$ cat config.mk
export PLATFORM = sky130hd
export DESIGN_NAME = pcd_clock_divider
export DESIGN_NICKNAME = d
export VERILOG_FILES = /design/src/pcd_pkg.sv /design/src/pcd_divider.sv /design/src/pcd_clock_divider.sv
export SDC_FILE = /design/constraint.sdc
export NUM_CORES = 1
export LEC_CHECK = 0
export ABC_CLOCK_PERIOD_IN_PS = 9150
export BUFFER_PORTS_ARGS = -buffer_cell sky130_fd_sc_hd__buf_2
export CAP_MARGIN = 20
export CORE_UTILIZATION = 53
export DETAILED_ROUTE_END_ITERATION = 6
export HOLD_SLACK_MARGIN = 0.05
export PLACE_DENSITY = 0.71
export SLEW_MARGIN = 0
export SYNTH_ARGS = -nofsm -noshare
export SYNTH_HDL_FRONTEND = slang
export SYNTH_HIERARCHICAL = 1
export SYNTH_SLANG_ARGS = --single-unit
export TNS_END_PERCENT = 100
$ cat constraint.sdc
create_clock -name ref_clk -period 9.15 [get_ports ref_clk]
set_input_delay 0 -clock ref_clk [delete_from_list [all_inputs] [get_ports ref_clk]]
set_output_delay 0 -clock ref_clk [all_outputs]
set_load 0.02 [all_outputs]
$ cat src/pcd_pkg.sv
// Constants shared by the programmable clock divider block.
// Assumes one 200 MHz sampling clock; reference clocks arrive as levels.
`default_nettype none
package pcd_pkg;
   localparam int WORD_W = 9;
   localparam int CNT_W = 10;
   localparam int CFG_W = 18;
   // Mode word bit positions
   localparam int REFSRC_BIT = 0;
   localparam int DIRECT_BIT = 1;
   localparam int BYPASS_BIT = 2;
   localparam int RATIO_BIT = 3;
   localparam int PINFN_BIT = 4;
   localparam int REFDIS_BIT = 5;
   // Divisor is the programmed value plus this offset
   localparam logic [CNT_W-1:0] DIV_OFFSET = 10'h002;
   // Prescaler values fed to a divider instance (offset added there)
   localparam logic [WORD_W-1:0] PRESCALE_BY4 = 9'h002;
   localparam logic [WORD_W-1:0] PRESCALE_BY2 = 9'h000;
   // Storage contents before any write command
   localparam logic [WORD_W-1:0] MODE_FACTORY = 9'h000;
   localparam logic [WORD_W-1:0] DIV_FACTORY = 9'h000;
   localparam logic [WORD_W-1:0] WORD_ZERO = 9'h000;
   localparam logic [CFG_W-1:0] SHIFT_ZERO = 18'h00000;
   localparam real CLK_MHZ = 200.0;
   typedef enum logic [1:0] {
      PD_RUN,
      PD_GATE_MAIN,
      PD_GATE_REF,
      PD_OFF
   } pcd_pd_e;
endpackage
`default_nettype wire

$ cat src/pcd_divider.sv
// Divide-by-(value+2) counter advanced by a one-cycle tick.
// Assumes tick is a rising-edge pulse of the clock being divided.
`default_nettype none
module pcd_divider #(
   parameter int W = pcd_pkg::WORD_W,
   parameter int CW = pcd_pkg::CNT_W
) (
   // Clock and reset
   input wire logic ref_clk,
   input wire logic rst_b,
   // Control
   input wire logic tick,
   input wire logic hold,
   input wire logic [W-1:0] value,
   // Result
   output logic divOut
);
   import pcd_pkg::*;
   logic [CW-1:0] cnt;
   logic [CW-1:0] divisor;
   logic [CW-1:0] lastCnt;
   logic [CW-1:0] next_cnt;

   assign divisor = CW'(value) + DIV_OFFSET;
   assign lastCnt = divisor - 10'h001;
   assign next_cnt = (cnt >= lastCnt) ? '0 : cnt + 10'h001;

   // Held counter parks at the last count so the first tick restarts at 0
   always_ff @(posedge ref_clk or negedge rst_b) begin
      if (!rst_b) begin
         cnt <= '0;
         divOut <= 1'b0;
      end else if (hold) begin
         cnt <= lastCnt;
         divOut <= 1'b0;
      end else if (tick) begin
         cnt <= next_cnt;
         divOut <= next_cnt < (divisor >> 1);
      end
   end
endmodule
`default_nettype wire

$ cat src/pcd_clock_divider.sv
// Top of the programmable clock divider: config load, reference select,
// prescaler, divider, synchronous gating and power-down sequencing.
// Assumes reference clocks are far slower than ref_clk and are sampled.
`default_nettype none
// Operation
// - In program mode the shared pin shifts serial config in; write commits.
// - In operating mode config reloads from storage; pin is main output.
// - Config changes only at power-up, never during operation.
// - Config is two nine-bit words: mode word and divider value.
// - With pin function 1, source bit picks external (1) or internal (0).
// - With pin function 0, pin low picks external, high picks internal.
// - With pin function 1, pin low powers down and stops oscillation.
// - Power-down gates main output, then reference output, then oscillator; refGate can drop first, at any master clock low once PD_RUN is left.
// - Enable low holds main output low, waiting for its falling edge.
// - While gated, oscillator and prescaler run; main divider counter is held at its last count.
// - After enable returns, first main edge within one to two periods.
// - Reference output follows select mux, ignores enable, gated in power-down.
// - Reference disable bit set turns the reference output off for good.
// - Direct route sends reference straight out; internal skips prescaler.
// - Bypass bit skips prescaler when 1; direct route set skips it too.
// - Ratio bit picks divide by 4 at 0, by 2 at 1.
// - Divider divides by programmed value plus two, 2 to 513.
// - Enable sampled on the selected master clock, gated with divider output.
// - Internal to external switch detected on internal clock falling edge.
module pcd_clock_divider (
   // Clock and power-up reset
   input wire logic ref_clk,
   input wire logic rst_b,
   // Straps and control pins
   input wire logic programMode,
   input wire logic outputEnable,
   input wire logic powerdownOrRefPin,
   // Reference sources
   input wire logic onChipOsc,
   input wire logic extRefIn,
   // Serial programming port
   input wire logic serialStrobe,
   input wire logic writeCmd,
   // Shared input/output pin
   input wire logic ioIn,
   output logic ioOut,
   output logic ioOe,
   // Reference clock output
   output logic refClockOut,
   output logic refOutOe,
   // Oscillator power control
   output logic oscEnable
);
   import pcd_pkg::*;

   logic bootDone;
   logic progLatched;
   logic [WORD_W-1:0] nvMode = MODE_FACTORY;
   logic [WORD_W-1:0] nvDiv = DIV_FACTORY;
   logic [CFG_W-1:0] shiftReg;
   logic [WORD_W-1:0] modeWord;
   logic [WORD_W-1:0] divWord;
   logic oscPrev;
   logic oscTick;
   logic intPrescaled;
   logic int_ref_clock;
   logic intPrev;
   logic curExt;
   logic pendSw;
   logic intFellSeen;
   logic wantExt;
   logic mclk;
   logic mclkLvl;
   logic mclkPrev;
   logic mclkTick;
   logic oeSamp;
   logic gateOn;
   logic refGate;
   logic divOut;
   logic mainLvl;
   logic pdReq;
   logic running;
   pcd_pd_e pdState;

   // Strap caught after reset release; storage kept across resets
   always_ff @(posedge ref_clk or negedge rst_b) begin
      if (!rst_b) begin
         bootDone <= 1'b0;
         progLatched <= 1'b0;
         modeWord <= WORD_ZERO;
         divWord <= WORD_ZERO;
      end else if (!bootDone) begin
         bootDone <= 1'b1;
         progLatched <= programMode;
         modeWord <= nvMode;
         divWord <= nvDiv;
      end
   end

   // Serial load: mode word first, MSB first, then divider value
   always_ff @(posedge ref_clk or negedge rst_b) begin
      if (!rst_b)
         shiftReg <= SHIFT_ZERO;
      else if (bootDone && progLatched && serialStrobe)
         shiftReg <= {shiftReg[CFG_W-2:0], ioIn};
   end

   // Commit only; live config never follows storage until next power-up
   always_ff @(posedge ref_clk) begin
      if (bootDone && progLatched && writeCmd) begin
         nvMode <= shiftReg[CFG_W-1:WORD_W];
         nvDiv <= shiftReg[WORD_W-1:0];
      end
   end

   assign running = bootDone && !progLatched;
   assign oscTick = onChipOsc && !oscPrev;

   // Prescaler on the internal oscillator, reusing the divider
   pcd_divider #(.W(WORD_W), .CW(CNT_W)) prescaler (
      .ref_clk(ref_clk),
      .rst_b(rst_b),
      .tick(oscTick),
      .hold(!running),
      .value(modeWord[RATIO_BIT] ? PRESCALE_BY2 : PRESCALE_BY4),
      .divOut(intPrescaled)
   );

   // Internal clock skips prescaler on bypass or direct route
   assign int_ref_clock = (modeWord[BYPASS_BIT] || modeWord[DIRECT_BIT]) ?
                   onChipOsc : intPrescaled;

   // Source wanted by the pin or the stored bit
   always_comb begin
      if (modeWord[PINFN_BIT])
         wantExt = modeWord[REFSRC_BIT];
      else
         wantExt = !powerdownOrRefPin;
   end

   // Glitch-free switch: mux output held low while a switch is pending
   always_ff @(posedge ref_clk or negedge rst_b) begin
      if (!rst_b) begin
         oscPrev <= 1'b0;
         intPrev <= 1'b0;
         curExt <= 1'b0;
         pendSw <= 1'b0;
         intFellSeen <= 1'b0;
      end else begin
         oscPrev <= onChipOsc;
         intPrev <= int_ref_clock;
         if (!running) begin
            curExt <= wantExt;
            pendSw <= 1'b0;
            intFellSeen <= 1'b0;
         end else if (wantExt != curExt && !pendSw) begin
            pendSw <= 1'b1;
            intFellSeen <= 1'b0;
         end else if (pendSw && wantExt == curExt) begin
            pendSw <= 1'b0;
         end else if (pendSw && wantExt) begin
            // Edge on the internal clock, then wait for external low
            if (intPrev && !int_ref_clock)
               intFellSeen <= 1'b1;
            if (intFellSeen && !extRefIn) begin
               curExt <= 1'b1;
               pendSw <= 1'b0;
            end
         end else if (pendSw) begin
            // Level triggered: external low, then internal falling edge
            if (!extRefIn)
               intFellSeen <= 1'b1;
            if (intFellSeen && intPrev && !int_ref_clock) begin
               curExt <= 1'b0;
               pendSw <= 1'b0;
            end
         end
      end
   end

   assign mclk = !pendSw && (curExt ? extRefIn : int_ref_clock);
   assign mclkTick = mclkLvl && !mclkPrev;

   always_ff @(posedge ref_clk or negedge rst_b) begin
      if (!rst_b) begin
         mclkLvl <= 1'b0;
         mclkPrev <= 1'b0;
      end else begin
         mclkLvl <= mclk && running && oscEnable;
         mclkPrev <= mclkLvl;
      end
   end

   // Enable sampled on the master clock rising edge
   always_ff @(posedge ref_clk or negedge rst_b) begin
      if (!rst_b)
         oeSamp <= 1'b0;
      else if (mclkTick)
         oeSamp <= outputEnable;
   end

   pcd_divider #(.W(WORD_W), .CW(CNT_W)) main_divider (
      .ref_clk(ref_clk),
      .rst_b(rst_b),
      .tick(mclkTick),
      .hold(!gateOn),
      .value(divWord),
      .divOut(divOut)
   );

   assign mainLvl = modeWord[DIRECT_BIT] ? mclkLvl : divOut;

   // Gate closes only while the output is low, so no pulse is cut
   always_ff @(posedge ref_clk or negedge rst_b) begin
      if (!rst_b)
         gateOn <= 1'b0;
      else if (!running)
         gateOn <= 1'b0;
      else if (oeSamp && pdState == PD_RUN)
         gateOn <= 1'b1;
      else if (!mainLvl)
         gateOn <= 1'b0;
   end

   assign pdReq = modeWord[PINFN_BIT] && !powerdownOrRefPin;

   // Power-down sequencer
   always_ff @(posedge ref_clk or negedge rst_b) begin
      if (!rst_b) begin
         pdState <= PD_RUN;
      end else if (!running) begin
         pdState <= PD_RUN;
      end else begin
         unique case (pdState)
            PD_RUN:
               if (pdReq)
                  pdState <= PD_GATE_MAIN;
            PD_GATE_MAIN:
               if (!gateOn)
                  pdState <= PD_GATE_REF;
            PD_GATE_REF:
               if (!refGate)
                  pdState <= PD_OFF;
            PD_OFF:
               if (!pdReq)
                  pdState <= PD_RUN;
         endcase
      end
   end

   // Reference gate drops while the master clock is low
   always_ff @(posedge ref_clk or negedge rst_b) begin
      if (!rst_b)
         refGate <= 1'b0;
      else if (!running || modeWord[REFDIS_BIT])
         refGate <= 1'b0;
      else if (pdState == PD_RUN)
         refGate <= 1'b1;
      else if (!mclkLvl)
         refGate <= 1'b0;
   end

   // Pins; the shared pin drives only in operating mode
   always_ff @(posedge ref_clk or negedge rst_b) begin
      if (!rst_b) begin
         ioOut <= 1'b0;
         ioOe <= 1'b0;
         refClockOut <= 1'b0;
         refOutOe <= 1'b0;
         oscEnable <= 1'b1;
      end else begin
         ioOut <= gateOn && mainLvl;
         ioOe <= running && pdState != PD_OFF;
         refClockOut <= refGate && mclkLvl;
         refOutOe <= running && !modeWord[REFDIS_BIT] &&
                     pdState != PD_OFF;
         oscEnable <= !(running && pdState == PD_OFF);
      end
   end
endmodule
`default_nettype wire

==> impl_metrics.sql, run 1 <==
INSERT INTO impl_metrics (metric_group, metric, value, unit) VALUES
('outcome', 'outcome', 'complete, no violations', ''),
('global_route', 'grt_max_degree', '72', ''),
('setup_path', 'crit_path_cell_trace', 'ha_1 > or3_1 > a21oi_2 > nor2_1 > nand4b_1 > xnor2_2 > ha_1 > nand4_1 > a211oi_1 > a2111o_1 > nor3_1 > ha_1 > a2111oi_0 > o31ai_1 > a31oi_1 > a22o_1', ''),
('global_route', 'wire_length_of_the_first_global_routing_pass', '18500', 'um'),
('yosys', 'ys.flop_type', 'dfrtp_1', ''),
('setup_path', 'critical_path.max_fanout', '9', ''),
('power', 'cellPowerDensity', '196', 'nW/um^2'),
('setup_path', 'cp_num_buf_inv', '0', ''),
('cells_and_area', 'final_layout_size_suffix_gt1_share', '14.9', '%'),
('yosys', 'synth.top_cells.by_area', 'dfrtp_1 31%, ha_1 11%, edfxtp_1 8.0%', ''),
('timing', 'skew', '0.0164', 'ns'),
('setup_path', 'end_kind', 'flop', ''),
('floorplanning', 'placeableCoreArea', '10300', 'sq um'),
('setup_path', 'endpoint_arrival_time_on_the_critical_path', '4.73', 'ns'),
('timing', 'tightestPinTransition', '0.906', 'ns'),
('setup_path', 'critPathRequiredTime', '9.45', 'ns'),
('clock_tree', 'clock_tree_from_tritoncts', 'done', ''),
('power', 'p_int', '730', 'uW'),
('floorplanning', 'floorplan.initialDensity', '54.4', '%'),
('timing', 'final-setup-viol-count', '0', ''),
('timing', 'timing.final.crit_share', '48.4', '%'),
('yosys', 'synth_xor_xnor_area_share', '6.50', '%'),
('yosys', 'synthesis.instances', '538', ''),
('place', 'gp_congestion', '0.889', ''),
('yosys', 'synth-edff-count', '15', ''),
('yosys', 'synth_seq_cells', '86', ''),
('route', 'routed_wire_length_per_instance', '15.2', 'um'),
('cells_and_area', 'layout_commonest_cell', 'dfrtp_1', ''),
('yosys', 'synth-warning-count', '6', ''),
('clock_tree', 'cts-root-buf', 'clkbuf_8', ''),
('route', 'post-route-drc-count', '0', ''),
('global_route', 'antenna_found_initial', '0', ''),
('yosys', 'synth-compound-area-share', '13.1', '%'),
('yosys', 'synth.cell_area', '5620', 'sq um'),
('power', 'power.share.clock', '21.3', '%'),
('yosys', 'combinational_family_with_the_most_area_after_synthesis', 'simple AND/OR/NAND/NOR gates', ''),
('timing', 'setup_repair_after_global_routing_missed_its_margin', 'no', ''),
('setup_path', 'type_of_the_worst_setup_path', 'reg -> reg', ''),
('cells_and_area', 'area_growth_syn_to_layout', '6.88', '%'),
('route', 'drt_initial_violations', '246', ''),
('route', 'post_drt_antenna_nets', '0', ''),
('clock_tree', 'cts_post_setup_buffers_inserted', '0', ''),
('cells_and_area', 'antenna_cells', '0', ''),
('timing', 'final-hold-violation-count', '0', ''),
('setup_path', 'most_frequent_cell_on_critical_path', 'ha_1', ''),
('global_route', 'grt_use_total', '20.8', '%'),
('route', 'drt-vias-per-instance', '5.77', ''),
('yosys', 'yosys.area.top_type_share', '31.2', '%'),
('yosys', 'yosysTopAreaCell', 'dfrtp_1', ''),
('route', 'drt_wl_total', '10800', 'um'),
('power', 'share_comb_of_total_power', '34.5', '%'),
('clock_tree', 'cts.path.max_buffers', '2', ''),
('job', 'drv_cap', '0', ''),
('setup_path', 'critical-path-top-delay-family', 'compound AO/OA/AOI/OAI gates', ''),
('clock_tree', 'worst_setup_hold_path_clk_slew', '0.09', 'ns'),
('place', 'hpwlAfterDp', '7690', 'um'),
('route', 'routed_via_count', '4077', ''),
('yosys', 'avgSynthCellArea', '10.4', 'sq um'),
('timing', 'fin_crit', '4.43', 'ns'),
('timing', 'timing.slew.headroom', '39.6', '%'),
('yosys', 'synth_cell_types', '69', ''),
('power', 'p_sw_share', '38.0', '%'),
('floorplanning', 'top_level_ports', '15', ''),
('clock_tree', 'clock_tree.htree_level_count', '3', ''),
('clock_tree', 'cts_buffers', '9', ''),
('place', 'place.detailed.instances', '685', ''),
('power', 'seqPwrFrac', '44.2', '%'),
('hold_path', 'hp-class', 'in -> reg', ''),
('yosys', 'synth_simple_gate_area_share', '17.9', '%'),
('floorplanning', 'die_w', '105', 'um'),
('power', 'total_power', '1180', 'uW');
-- per-stage QoR --
stage	hold slack (ns)	area (sq um)	worst slack, ns	utilization (%)
after floorplan	-0.296	5690	5.23	-
after global placement	0.132	5770	4.81	55.9
after detailed placement	0.134	5770	4.64	55.9
after CTS	0.0705	6000	4.61	58.1
after global routing	0.0873	6010	4.29	58.2
final	0.0832	6010	4.72	58.2
-- routing by layer --
metal	GRT usage [%]	vias up	wire, um
li1	-	2021	-
met1	30.4	1974	5410
met2	32.1	72	4870
met3	3.12	10	360
met4	5.73	0	116
met5	0	-	0
-- state kept, by name (all words and copies together), names as in the netlist, 2 cells and up --
name and flops:
nvDiv 9, modeWord 6, nvMode 6, main_divider/cnt 10
shiftReg 15, divWord 9, prescaler/cnt 10, pdState 2
-- cell type report --
cell class,count,area [sq um]
inverter,23,86.3
tap,136,170
fill,868,4320
multi-input combinational,426,3210
timing repair buffer,20,130
clock inverter,7,56.3
sequential,86,2230
clock buffer,9,124
-- synth_stat cells (4+ instances only) --
cell type	count
buf_2	5
a21oi_1	36
a22oi_1	5
nand4_1	5
nand2b_1	4
edfxtp_1	15
nand2_1	26
inv_1	22
nor4_1	6
o21ai_0	6
o31ai_1	4
nor3_1	18
and2_1	7
dfrtp_1	70
xor2_1	12
o21a_1	6
xnor2_1	26
clkbuf_1	7
nand4b_1	8
ha_1	49
nor2b_1	7
and3_1	4
a211oi_1	9
nand3b_1	7
nand3_1	31
a32oi_1	13
nor2_1	30
mux2_2	33
a31oi_1	5
-- power groups by stage --
stage / Clock, uW / Combinational [uW] / Sequential (uW)
2_1_floorplan: 0 / 341 / 505
3_3_place_gp: 0 / 382 / 523
3_5_place_dp: 0 / 395 / 527
4_1_cts: 259 / 399 / 519
5_1_grt: 274 / 461 / 531
6_report: 251 / 406 / 520
-- kinds of logic after synthesis --
family,after synthesis
AND/OR/NAND/NOR,173
adder cells (fa/ha/maj),49
multiplexers,36
buffers and inverters,46
other,2
XOR/XNOR,40
AO/OA/AOI/OAI,106
flip-flops,86
-- timing repair --
action | 4_1_cts | 5_1_grt
hold endpoints to repair | 75 | 0
hold buffers | 5 | 0
setup endpoints to repair | 0 | 0
-- final timing paths --
kind | startpoint | depth (start not counted) | slack (ns) | to
setup / recovery | divWord[1] | 16 | 4.72 | main_divider/divOut
hold / removal | extRefIn | 3 | 0.08 | mclkLvl
setup reg to reg | divWord[1] | 16 | 4.72 | main_divider/divOut
hold reg to reg | mclkLvl | 0 | 0.45 | mclkPrev
max in group asynchronous | rst_b | 2 | 8.26 | divWord[4]
min in group asynchronous | rst_b | 2 | 0.31 | pendSw
-- tightest hold or removal path, stage by stage --
cell     delay (ns)
buf_2          0.09
mux2_2         0.13
and4b_1        0.19
(Power assumes the default switching activity.)
==> inputs of run 2 (changes only) <==
--- a/config.mk
+++ b/config.mk
@@ -5,7 +5,7 @@
 export SDC_FILE = /design/constraint.sdc
 export NUM_CORES = 1
 export LEC_CHECK = 0
-export ABC_CLOCK_PERIOD_IN_PS = 9150
+export ABC_CLOCK_PERIOD_IN_PS = 4240
 export BUFFER_PORTS_ARGS = -buffer_cell sky130_fd_sc_hd__buf_2
 export CAP_MARGIN = 20
 export CORE_UTILIZATION = 53
==> constraint.sdc (replaced) <==
create_clock -name ref_clk -period 4.24 [get_ports ref_clk]
set_input_delay 0 -clock ref_clk [delete_from_list [all_inputs] [get_ports ref_clk]]
set_output_delay 0 -clock ref_clk [all_outputs]
set_load 0.02 [all_outputs]
==> impl_metrics.sql, run 2 (same netlist as run 1, synthesis figures left out) <==
INSERT INTO impl_metrics (metric_group, metric, value, unit) VALUES
('power', 'power.leakage', '0.00264', 'uW'),
('timing', 'skew', '0.0152', 'ns'),
('route', 'routed_via_count', '4172', ''),
('setup_path', 'type_of_the_worst_setup_path', 'reg -> reg', ''),
('timing', 'fmaxAchievable', '246', 'MHz'),
('clock_tree', 'cts-root-buf', 'clkbuf_8', ''),
('route', 'post-route-drc-count', '0', ''),
('route', 'drt_pass1_iterations', '5', ''),
('cells_and_area', 'largest_register_ffs', '15', ''),
('timing', 'timing.slew.headroom', '39.9', '%'),
('route', 'drt_wl_total', '11200', 'um'),
('setup_path', 'r2r_slack', '0.17', 'ns'),
('timing', 'finalWorstSetupSlack', '0.171', 'ns'),
('setup_path', 'startpoint_class', 'flop', ''),
('setup_path', 'end_kind', 'flop', ''),
('setup_path', 'cp_slowest_stage_delay', '0.46', 'ns'),
('clock_tree', 'clock_tree.htree_level_count', '3', ''),
('setup_path', 'endpoint_arrival_time_on_the_critical_path', '4.36', 'ns'),
('place', 'preCtsSetupSlack', '-0.0334', 'ns'),
('timing', 'fin_crit', '4.07', 'ns'),
('power', 'cellPowerDensity', '445', 'nW/um^2'),
('timing', 'final-hold-violation-count', '0', ''),
('place', 'hpwlAfterDp', '7900', 'um'),
('setup_path', 'critPathRequiredTime', '4.54', 'ns'),
('floorplanning', 'floorplan.initialDensity', '54.4', '%'),
('timing', 'finalMaxSlewViolations', '0', ''),
('global_route', 'wire_length_of_the_first_global_routing_pass', '18900', 'um'),
('cells_and_area', 'max_flop_register', 'shiftReg', ''),
('setup_path', 'worstRegToRegCells', '16', ''),
('cells_and_area', 'area_growth_syn_to_layout', '10.6', '%'),
('cells_and_area', 'layout_top_registers', 'shiftReg x15, main_divider/cnt x10, prescaler/cnt x10', ''),
('place', 'gp_congestion', '0.922', ''),
('clock_tree', 'clock_tree_from_tritoncts', 'done', ''),
('hold_path', 'worstHoldStart', 'extRefIn', ''),
('cells_and_area', 'layout_commonest_cell', 'dfrtp_1', ''),
('floorplanning', 'top_level_ports', '15', ''),
('job', 'drv_cap', '0', ''),
('setup_path', 'timing.critical_path.slowest_stage_cell', 'dfrtp_2', ''),
('global_route', 'antenna_found_initial', '0', ''),
('setup_path', 'critical-path-top-delay-family', 'compound AO/OA/AOI/OAI gates', ''),
('timing', 'post_route_setup_tns', '0', 'ns'),
('floorplanning', 'placeableCoreArea', '10300', 'sq um'),
('clock_tree', 'cts.path.max_buffers', '2', ''),
('hold_path', 'hp-class', 'in -> reg', ''),
('floorplanning', 'die_outline_area', '11000', 'sq um'),
('setup_path', 'most_frequent_cell_on_critical_path', 'ha_1', ''),
('cells_and_area', 'numnets_final', '637', ''),
('hold_path', 'hold_end', 'mclkLvl', ''),
('timing', 'tightestPinTransition', '0.902', 'ns'),
('cells_and_area', 'n_fill_cell', '850', ''),
('clock_tree', 'clock_latency_reported_for_the_late_side_of_the_worst_skew_pair', '0.37', 'ns'),
('timing', 'final-setup-viol-count', '0', ''),
('global_route', 'grt_pass1_vias', '3950', ''),
('route', 'drt_initial_violations', '231', ''),
('clock_tree', 'worst_setup_hold_path_clk_slew', '0.09', 'ns'),
('timing', 'timing.final.crit_share', '96.0', '%'),
('cells_and_area', 'antenna_cells', '0', ''),
('power', 'worst_ir_drop_vdd', '0.219', 'mV'),
('global_route', 'grt_use_total', '21.4', '%'),
('global_route', 'grt_max_degree', '72', ''),
('cells_and_area', 'mostFrequentLayoutCells', '69 x dfrtp_1, 47 x ha_1, 36 x a21oi_1', ''),
('setup_path', 'critical_path.max_fanout', '5', ''),
('clock_tree', 'clkSinkCount', '86', ''),
('floorplanning', 'die_w', '105', 'um'),
('setup_path', 'crit_path_cell_trace', 'buf_4 > ha_1 > nor2b_2 > nand2_1 > nor3b_2 > xor2_2 > ha_1 > nand4_1 > a211oi_1 > a2111o_2 > nor3_1 > ha_1 > a2111oi_2 > o31ai_1 > a31oi_1 > a22o_1', ''),
('setup_path', 'regToRegEndpoint', 'main_divider/divOut', ''),
('setup_path', 'cp_num_buf_inv', '1', ''),
('cells_and_area', 'finalCoreUtilization', '60.2', '%'),
('floorplanning', 'rows', '37', ''),
('global_route', 'globalRouteOverflowTotal', '0', ''),
('place', 'io_buffer_count', '14', ''),
('floorplanning', 'die_y', '105', 'um'),
('route', 'routed_wire_length_per_instance', '15.6', 'um'),
('route', 'post_drt_antenna_nets', '0', ''),
('setup_path', 'startpoint_of_the_worst_register_to_register_path', 'divWord[2]', ''),
('cells_and_area', 'final_layout_size_suffix_gt1_share', '18.5', '%'),
('route', 'drt-vias-per-instance', '5.80', ''),
('clock_tree', 'cts_buffers', '9', ''),
('outcome', 'outcome', 'complete, no violations', ''),
('hold_path', 'whs_path_depth', '3', '');
[run 2: cell types whose count changed in the layout (fill, tap and decap cells not counted), moves of 2 or more]
cell       before  now
buf_4           2   13
bufinv_16       0    2
ha_1           49   47
ha_4            0    2
inv_6           3    0
[run 2: final cells by class]
cell class | instances | area, sq um | area share (%)
clock inverter | 6 | 85.1 | 1.37
timing repair buffer | 32 | 233 | 3.74
multi-input combinational | 426 | 3270 | 52.7
sequential | 86 | 2230 | 35.9
inverter | 23 | 86.3 | 1.39
clock buffer | 10 | 138 | 2.21
tap | 136 | 170 | 2.74
[run 2: worst reg2reg max path, stage by stage, from the launching register on]
cell and delay (ns):
dfrtp_2 0.46, buf_4 0.15, ha_1 0.32, nor2b_2 0.15, nand2_1 0.12, nor3b_2 0.25, xor2_2 0.22, ha_1 0.28
nand4_1 0.17, a211oi_1 0.08, a2111o_2 0.41, nor3_1 0.21, ha_1 0.31, a2111oi_2 0.39, o31ai_1 0.14, a31oi_1 0.18
a22o_1 0.15
[run 2: timing repair]
action	4_1_cts	5_1_grt
buffers inserted	2	3
hold buffers	5	0
pin swaps	1	7
gates resized for setup	4	9
endpoints found under the hold margin	75	0
setup endpoints to repair	1	2
[run 2: power breakdown]
group	total (uW)	internal [uW]	switching [uW]
Sequential	1120	974	145
Clock	647	346	301
Combinational	1000	458	541
[run 2: per-layer routing]
metal  up-vias  wire length [um]  GRT usage (%)
li1       2046                 -              -
met1      2007              5350           29.4
met2       106              5200           34.1
met3        13               484           3.87
met4         0               179           7.44
met5         -                 0              0
[run 2: through the flow]
stage	power (uW)	hold WS (ns)	cells	instance area (sq um)
6_report	2770	0.0694	719	6220
5_1_grt	2950	0.0745	719	6220
4_1_cts	2710	0.0618	716	6130
3_5_place_dp	2020	0.144	693	5830
3_3_place_gp	1990	0.135	693	5830
2_1_floorplan	1830	-0.296	558	5690
[run 2: worst max path at each step]
stage               start                  end  slack (ns)  cells after the start
6_report       divWord[2]  main_divider/divOut        0.17                     16
5_1_grt        divWord[2]  main_divider/divOut       -0.03                     16
4_1_cts        divWord[2]  main_divider/divOut        0.04                     18
3_5_place_dp   divWord[2]  main_divider/divOut       -0.03                     16
3_3_place_gp   divWord[2]  main_divider/divOut        0.22                     16
2_1_floorplan  divWord[1]  main_divider/divOut        0.32                     18
==> inputs of run 3 (changes only) <==
--- a/config.mk
+++ b/config.mk
@@ -11,10 +11,9 @@
 export CORE_UTILIZATION = 53
 export DETAILED_ROUTE_END_ITERATION = 6
 export HOLD_SLACK_MARGIN = 0.05
-export PLACE_DENSITY = 0.71
+export PLACE_DENSITY = 0.72
 export SLEW_MARGIN = 0
 export SYNTH_ARGS = -nofsm -noshare
 export SYNTH_HDL_FRONTEND = slang
-export SYNTH_HIERARCHICAL = 1
 export SYNTH_SLANG_ARGS = --single-unit
 export TNS_END_PERCENT = 100
==> impl_metrics.sql, run 3 <==
INSERT INTO impl_metrics (metric_group, metric, value, unit) VALUES
('cells_and_area', 'final_cells', '529', ''),
('setup_path', 'critPathRequiredTime', '4.52', 'ns'),
('cells_and_area', 'layout_commonest_cell', 'dfrtp_1', ''),
('route', 'routed_via_count', '2996', ''),
('job', 'drv_cap', '0', ''),
('yosys', 'synth-edff-count', '15', ''),
('timing', 'timing.final.crit_share', '93.2', '%'),
('place', 'io_buffer_count', '14', ''),
('yosys', 'avgSynthCellArea', '11.1', 'sq um'),
('clock_tree', 'clock_tree_from_tritoncts', 'done', ''),
('timing', 'fmaxAchievable', '253', 'MHz'),
('global_route', 'grt_use_total', '20.5', '%'),
('cells_and_area', 'final_layout_size_suffix_gt1_share', '18.9', '%'),
('route', 'drt_wl_total', '8120', 'um'),
('clock_tree', 'cts-root-buf', 'clkbuf_8', ''),
('cells_and_area', 'antenna_cells', '0', ''),
('yosys', 'synth_xor_xnor_area_share', '3.84', '%'),
('setup_path', 'regToRegEndpoint', 'main_divider.divOut', ''),
('setup_path', 'worstRegToRegCells', '19', ''),
('route', 'drt_pass1_iterations', '4', ''),
('yosys', 'leading_cell_type_by_number_of_instances_after_synthesis', 'dfrtp_1', ''),
('setup_path', 'type_of_the_worst_setup_path', 'reg -> reg', ''),
('global_route', 'wire_length_of_the_first_global_routing_pass', '13900', 'um'),
('clock_tree', 'worst_setup_hold_path_clk_slew', '0.10', 'ns'),
('cells_and_area', 'mostFrequentLayoutCells', '70 x dfrtp_1, 32 x mux2_2, 31 x a21oi_1', ''),
('setup_path', 'timing.critical_path.to', 'main_divider.divOut', ''),
('yosys', 'synthesis.instances', '402', ''),
('yosys', 'synth.mux.area_fraction', '9.20', '%'),
('clock_tree', 'clock_latency_reported_for_the_late_side_of_the_worst_skew_pair', '0.36', 'ns'),
('power', 'worst_ir_drop_vdd', '0.258', 'mV'),
('yosys', 'ys.flop_type', 'dfrtp_1', ''),
('route', 'post_drt_antenna_nets', '0', ''),
('yosys', 'synth.top_cells.by_area', 'dfrtp_1 39%, edfxtp_1 10%, ha_1 8.4%', ''),
('outcome', 'outcome', 'complete, no violations', ''),
('setup_path', 'r2r_slack', '0.29', 'ns'),
('yosys', 'synth.cell_area', '4460', 'sq um'),
('clock_tree', 'cts.path.max_buffers', '2', ''),
('cells_and_area', 'n_fill_cell', '679', ''),
('yosys', 'synth_adder_area_share', '8.41', '%'),
('setup_path', 'critical_path.max_fanout', '9', ''),
('floorplanning', 'rows', '33', ''),
('yosys', 'yosysTopAreaCell', 'dfrtp_1', ''),
('place', 'gp_congestion', '0.916', ''),
('cells_and_area', 'largest_register_ffs', '15', ''),
('timing', 'tightestPinTransition', '0.891', 'ns'),
('global_route', 'globalRouteOverflowTotal', '0', ''),
('yosys', 'synth_cell_types', '56', ''),
('floorplanning', 'die_y', '93.8', 'um'),
('hold_path', 'hp-class', 'in -> reg', ''),
('global_route', 'antenna_found_initial', '0', ''),
('timing', 'final-setup-viol-count', '0', ''),
('setup_path', 'startpoint_of_the_worst_register_to_register_path', 'divWord[1]', ''),
('cells_and_area', 'numnets_final', '459', ''),
('timing', 'timing.slew.headroom', '40.6', '%'),
('place', 'place.detailed.instances', '506', ''),
('setup_path', 'endpoint_arrival_time_on_the_critical_path', '4.23', 'ns'),
('timing', 'final-hold-violation-count', '0', ''),
('timing', 'fin_hold_ws', '0.185', 'ns'),
('timing', 'setup_repair_after_global_routing_missed_its_margin', 'no', ''),
('yosys', 'synth_simple_gate_area_share', '15.1', '%'),
('clock_tree', 'cts_buffers', '9', ''),
('setup_path', 'end_kind', 'flop', ''),
('yosys', 'synth_fp_nets', '442', ''),
('floorplanning', 'placeableCoreArea', '8180', 'sq um'),
('cells_and_area', 'area_growth_syn_to_layout', '9.45', '%'),
('clock_tree', 'clkSinkCount', '86', ''),
('cells_and_area', 'max_flop_register', 'shiftReg', ''),
('place', 'hpwlAfterDp', '5730', 'um'),
('yosys', 'combinational_family_with_the_most_area_after_synthesis', 'simple AND/OR/NAND/NOR gates', ''),
('yosys', 'yosysSeqAreaShare', '49.9', '%'),
('timing', 'skew', '0.0107', 'ns'),
('setup_path', 'worstSetupStartpoint', 'divWord[1]', ''),
('power', 'power.leakage', '0.00215', 'uW'),
('route', 'routed_wire_length_per_instance', '15.4', 'um'),
('floorplanning', 'die_outline_area', '8790', 'sq um'),
('timing', 'fin_crit', '3.95', 'ns'),
('route', 'post-route-drc-count', '0', ''),
('timing', 'finalMaxSlewViolations', '0', ''),
('yosys', 'ys_async_sr_fraction', '82.6', '%'),
('yosys', 'synth-warning-count', '0', ''),
('floorplanning', 'floorplan.initialDensity', '54.6', '%'),
('yosys', 'synth_seq_cells', '86', ''),
('timing', 'post_route_setup_tns', '0', 'ns'),
('floorplanning', 'top_level_ports', '15', ''),
('floorplanning', 'die_w', '93.8', 'um'),
('setup_path', 'startpoint_class', 'flop', ''),
('yosys', 'yosys.area.top_type_share', '39.2', '%'),
('cells_and_area', 'layout_top_registers', 'shiftReg x15, main_divider.cnt x10, prescaler.cnt x10', ''),
('route', 'drt_initial_violations', '151', ''),
('power', 'cellPowerDensity', '478', 'nW/um^2'),
('global_route', 'grt_pass1_vias', '2876', ''),
('clock_tree', 'clock_tree.htree_level_count', '3', ''),
('yosys', 'ys_top_cells_by_count', '70 x dfrtp_1, 32 x a21oi_1, 32 x mux2_2', ''),
('yosys', 'synth-compound-area-share', '10.5', '%'),
('route', 'drt-vias-per-instance', '5.66', ''),
('global_route', 'grt_max_degree', '72', '');
==> run 3: cells by family after synthesis <==
group,after synthesis
flip-flops,86
other,1
AO/OA/AOI/OAI,72
AND/OR/NAND/NOR,129
adder cells (fa/ha/maj),30
buffers and inverters,30
multiplexers,37
XOR/XNOR,17
==> run 3: report_power, final <==
part / leakage, uW / switching, uW / internal, uW
combinational: 0.00102 / 350 / 302
clock: 0.000101 / 311 / 280
sequential: 0.00104 / 129 / 962
==> run 3: worst min-delay path by stage <==
stage	start	end	slack, ns	depth (start not counted)
after floorplan	rst_b	bootDone	-0.30	0
after global placement	onChipOsc	oscPrev	0.15	1
after detailed placement	onChipOsc	oscPrev	0.15	1
after CTS	powerdownOrRefPin	pdState[0]	0.15	5
after global routing	powerdownOrRefPin	pdState[0]	0.21	5
final	powerdownOrRefPin	pdState[0]	0.19	5
==> run 3: cell type report <==
class	instances	area, sq um	share of cell area, %
clock buffer	9	124	2.54
clock inverter	7	81.3	1.66
inverter	12	45.0	0.922
multi-input combinational	286	2110	43.3
sequential	86	2230	45.6
tap	105	131	2.69
timing repair buffer	24	160	3.28
==> run 3: repair_timing <==
| action | CTS | global route |
|---|---|---|
| hold buffers | 6 | 0 |
| resized for setup | 0 | 3 |
| hold endpoints to repair | 77 | 0 |
| setup endpoints to repair | 0 | 1 |
| setup buffers | 0 | 1 |
==> run 3: worst max-delay path: stages (launching register included) <==
cell      delay (ns)
dfrtp_1         0.39
buf_4           0.16
and3_4          0.17
or4_4           0.43
a31oi_4         0.18
nand3_2         0.11
xnor2_2         0.16
ha_1            0.30
and3_1          0.18
nand4_1         0.11
o211ai_1        0.19
buf_4           0.19
a21oi_1         0.05
ha_1            0.30
a21oi_1         0.16
o22ai_1         0.10
o21a_1          0.17
o21ai_0         0.19
o311ai_0        0.18
o21ai_1         0.14
==> run 3: routing by layer <==
layer	track usage (%)	part of all wire, %	vias up	routed length [um]
met5	0	0	-	0
met4	5.51	1.5	0	125
met3	5.42	4.2	11	344
met2	32.4	46	62	3770
met1	28.0	48	1450	3890
li1	-	-	1473	-
==> run 3: stage by stage <==
step	total power [uW]	cell area [sq um]	util (%)	setup WS, ns
4_1_cts	2340	4860	59.5	0.0542
3_5_place_dp	1730	4600	56.3	0.0683
6_report	2330	4880	59.7	0.289
5_1_grt	2490	4880	59.7	0.0599
3_3_place_gp	1720	4600	56.3	0.228
2_1_floorplan	1570	4460	-	0.204
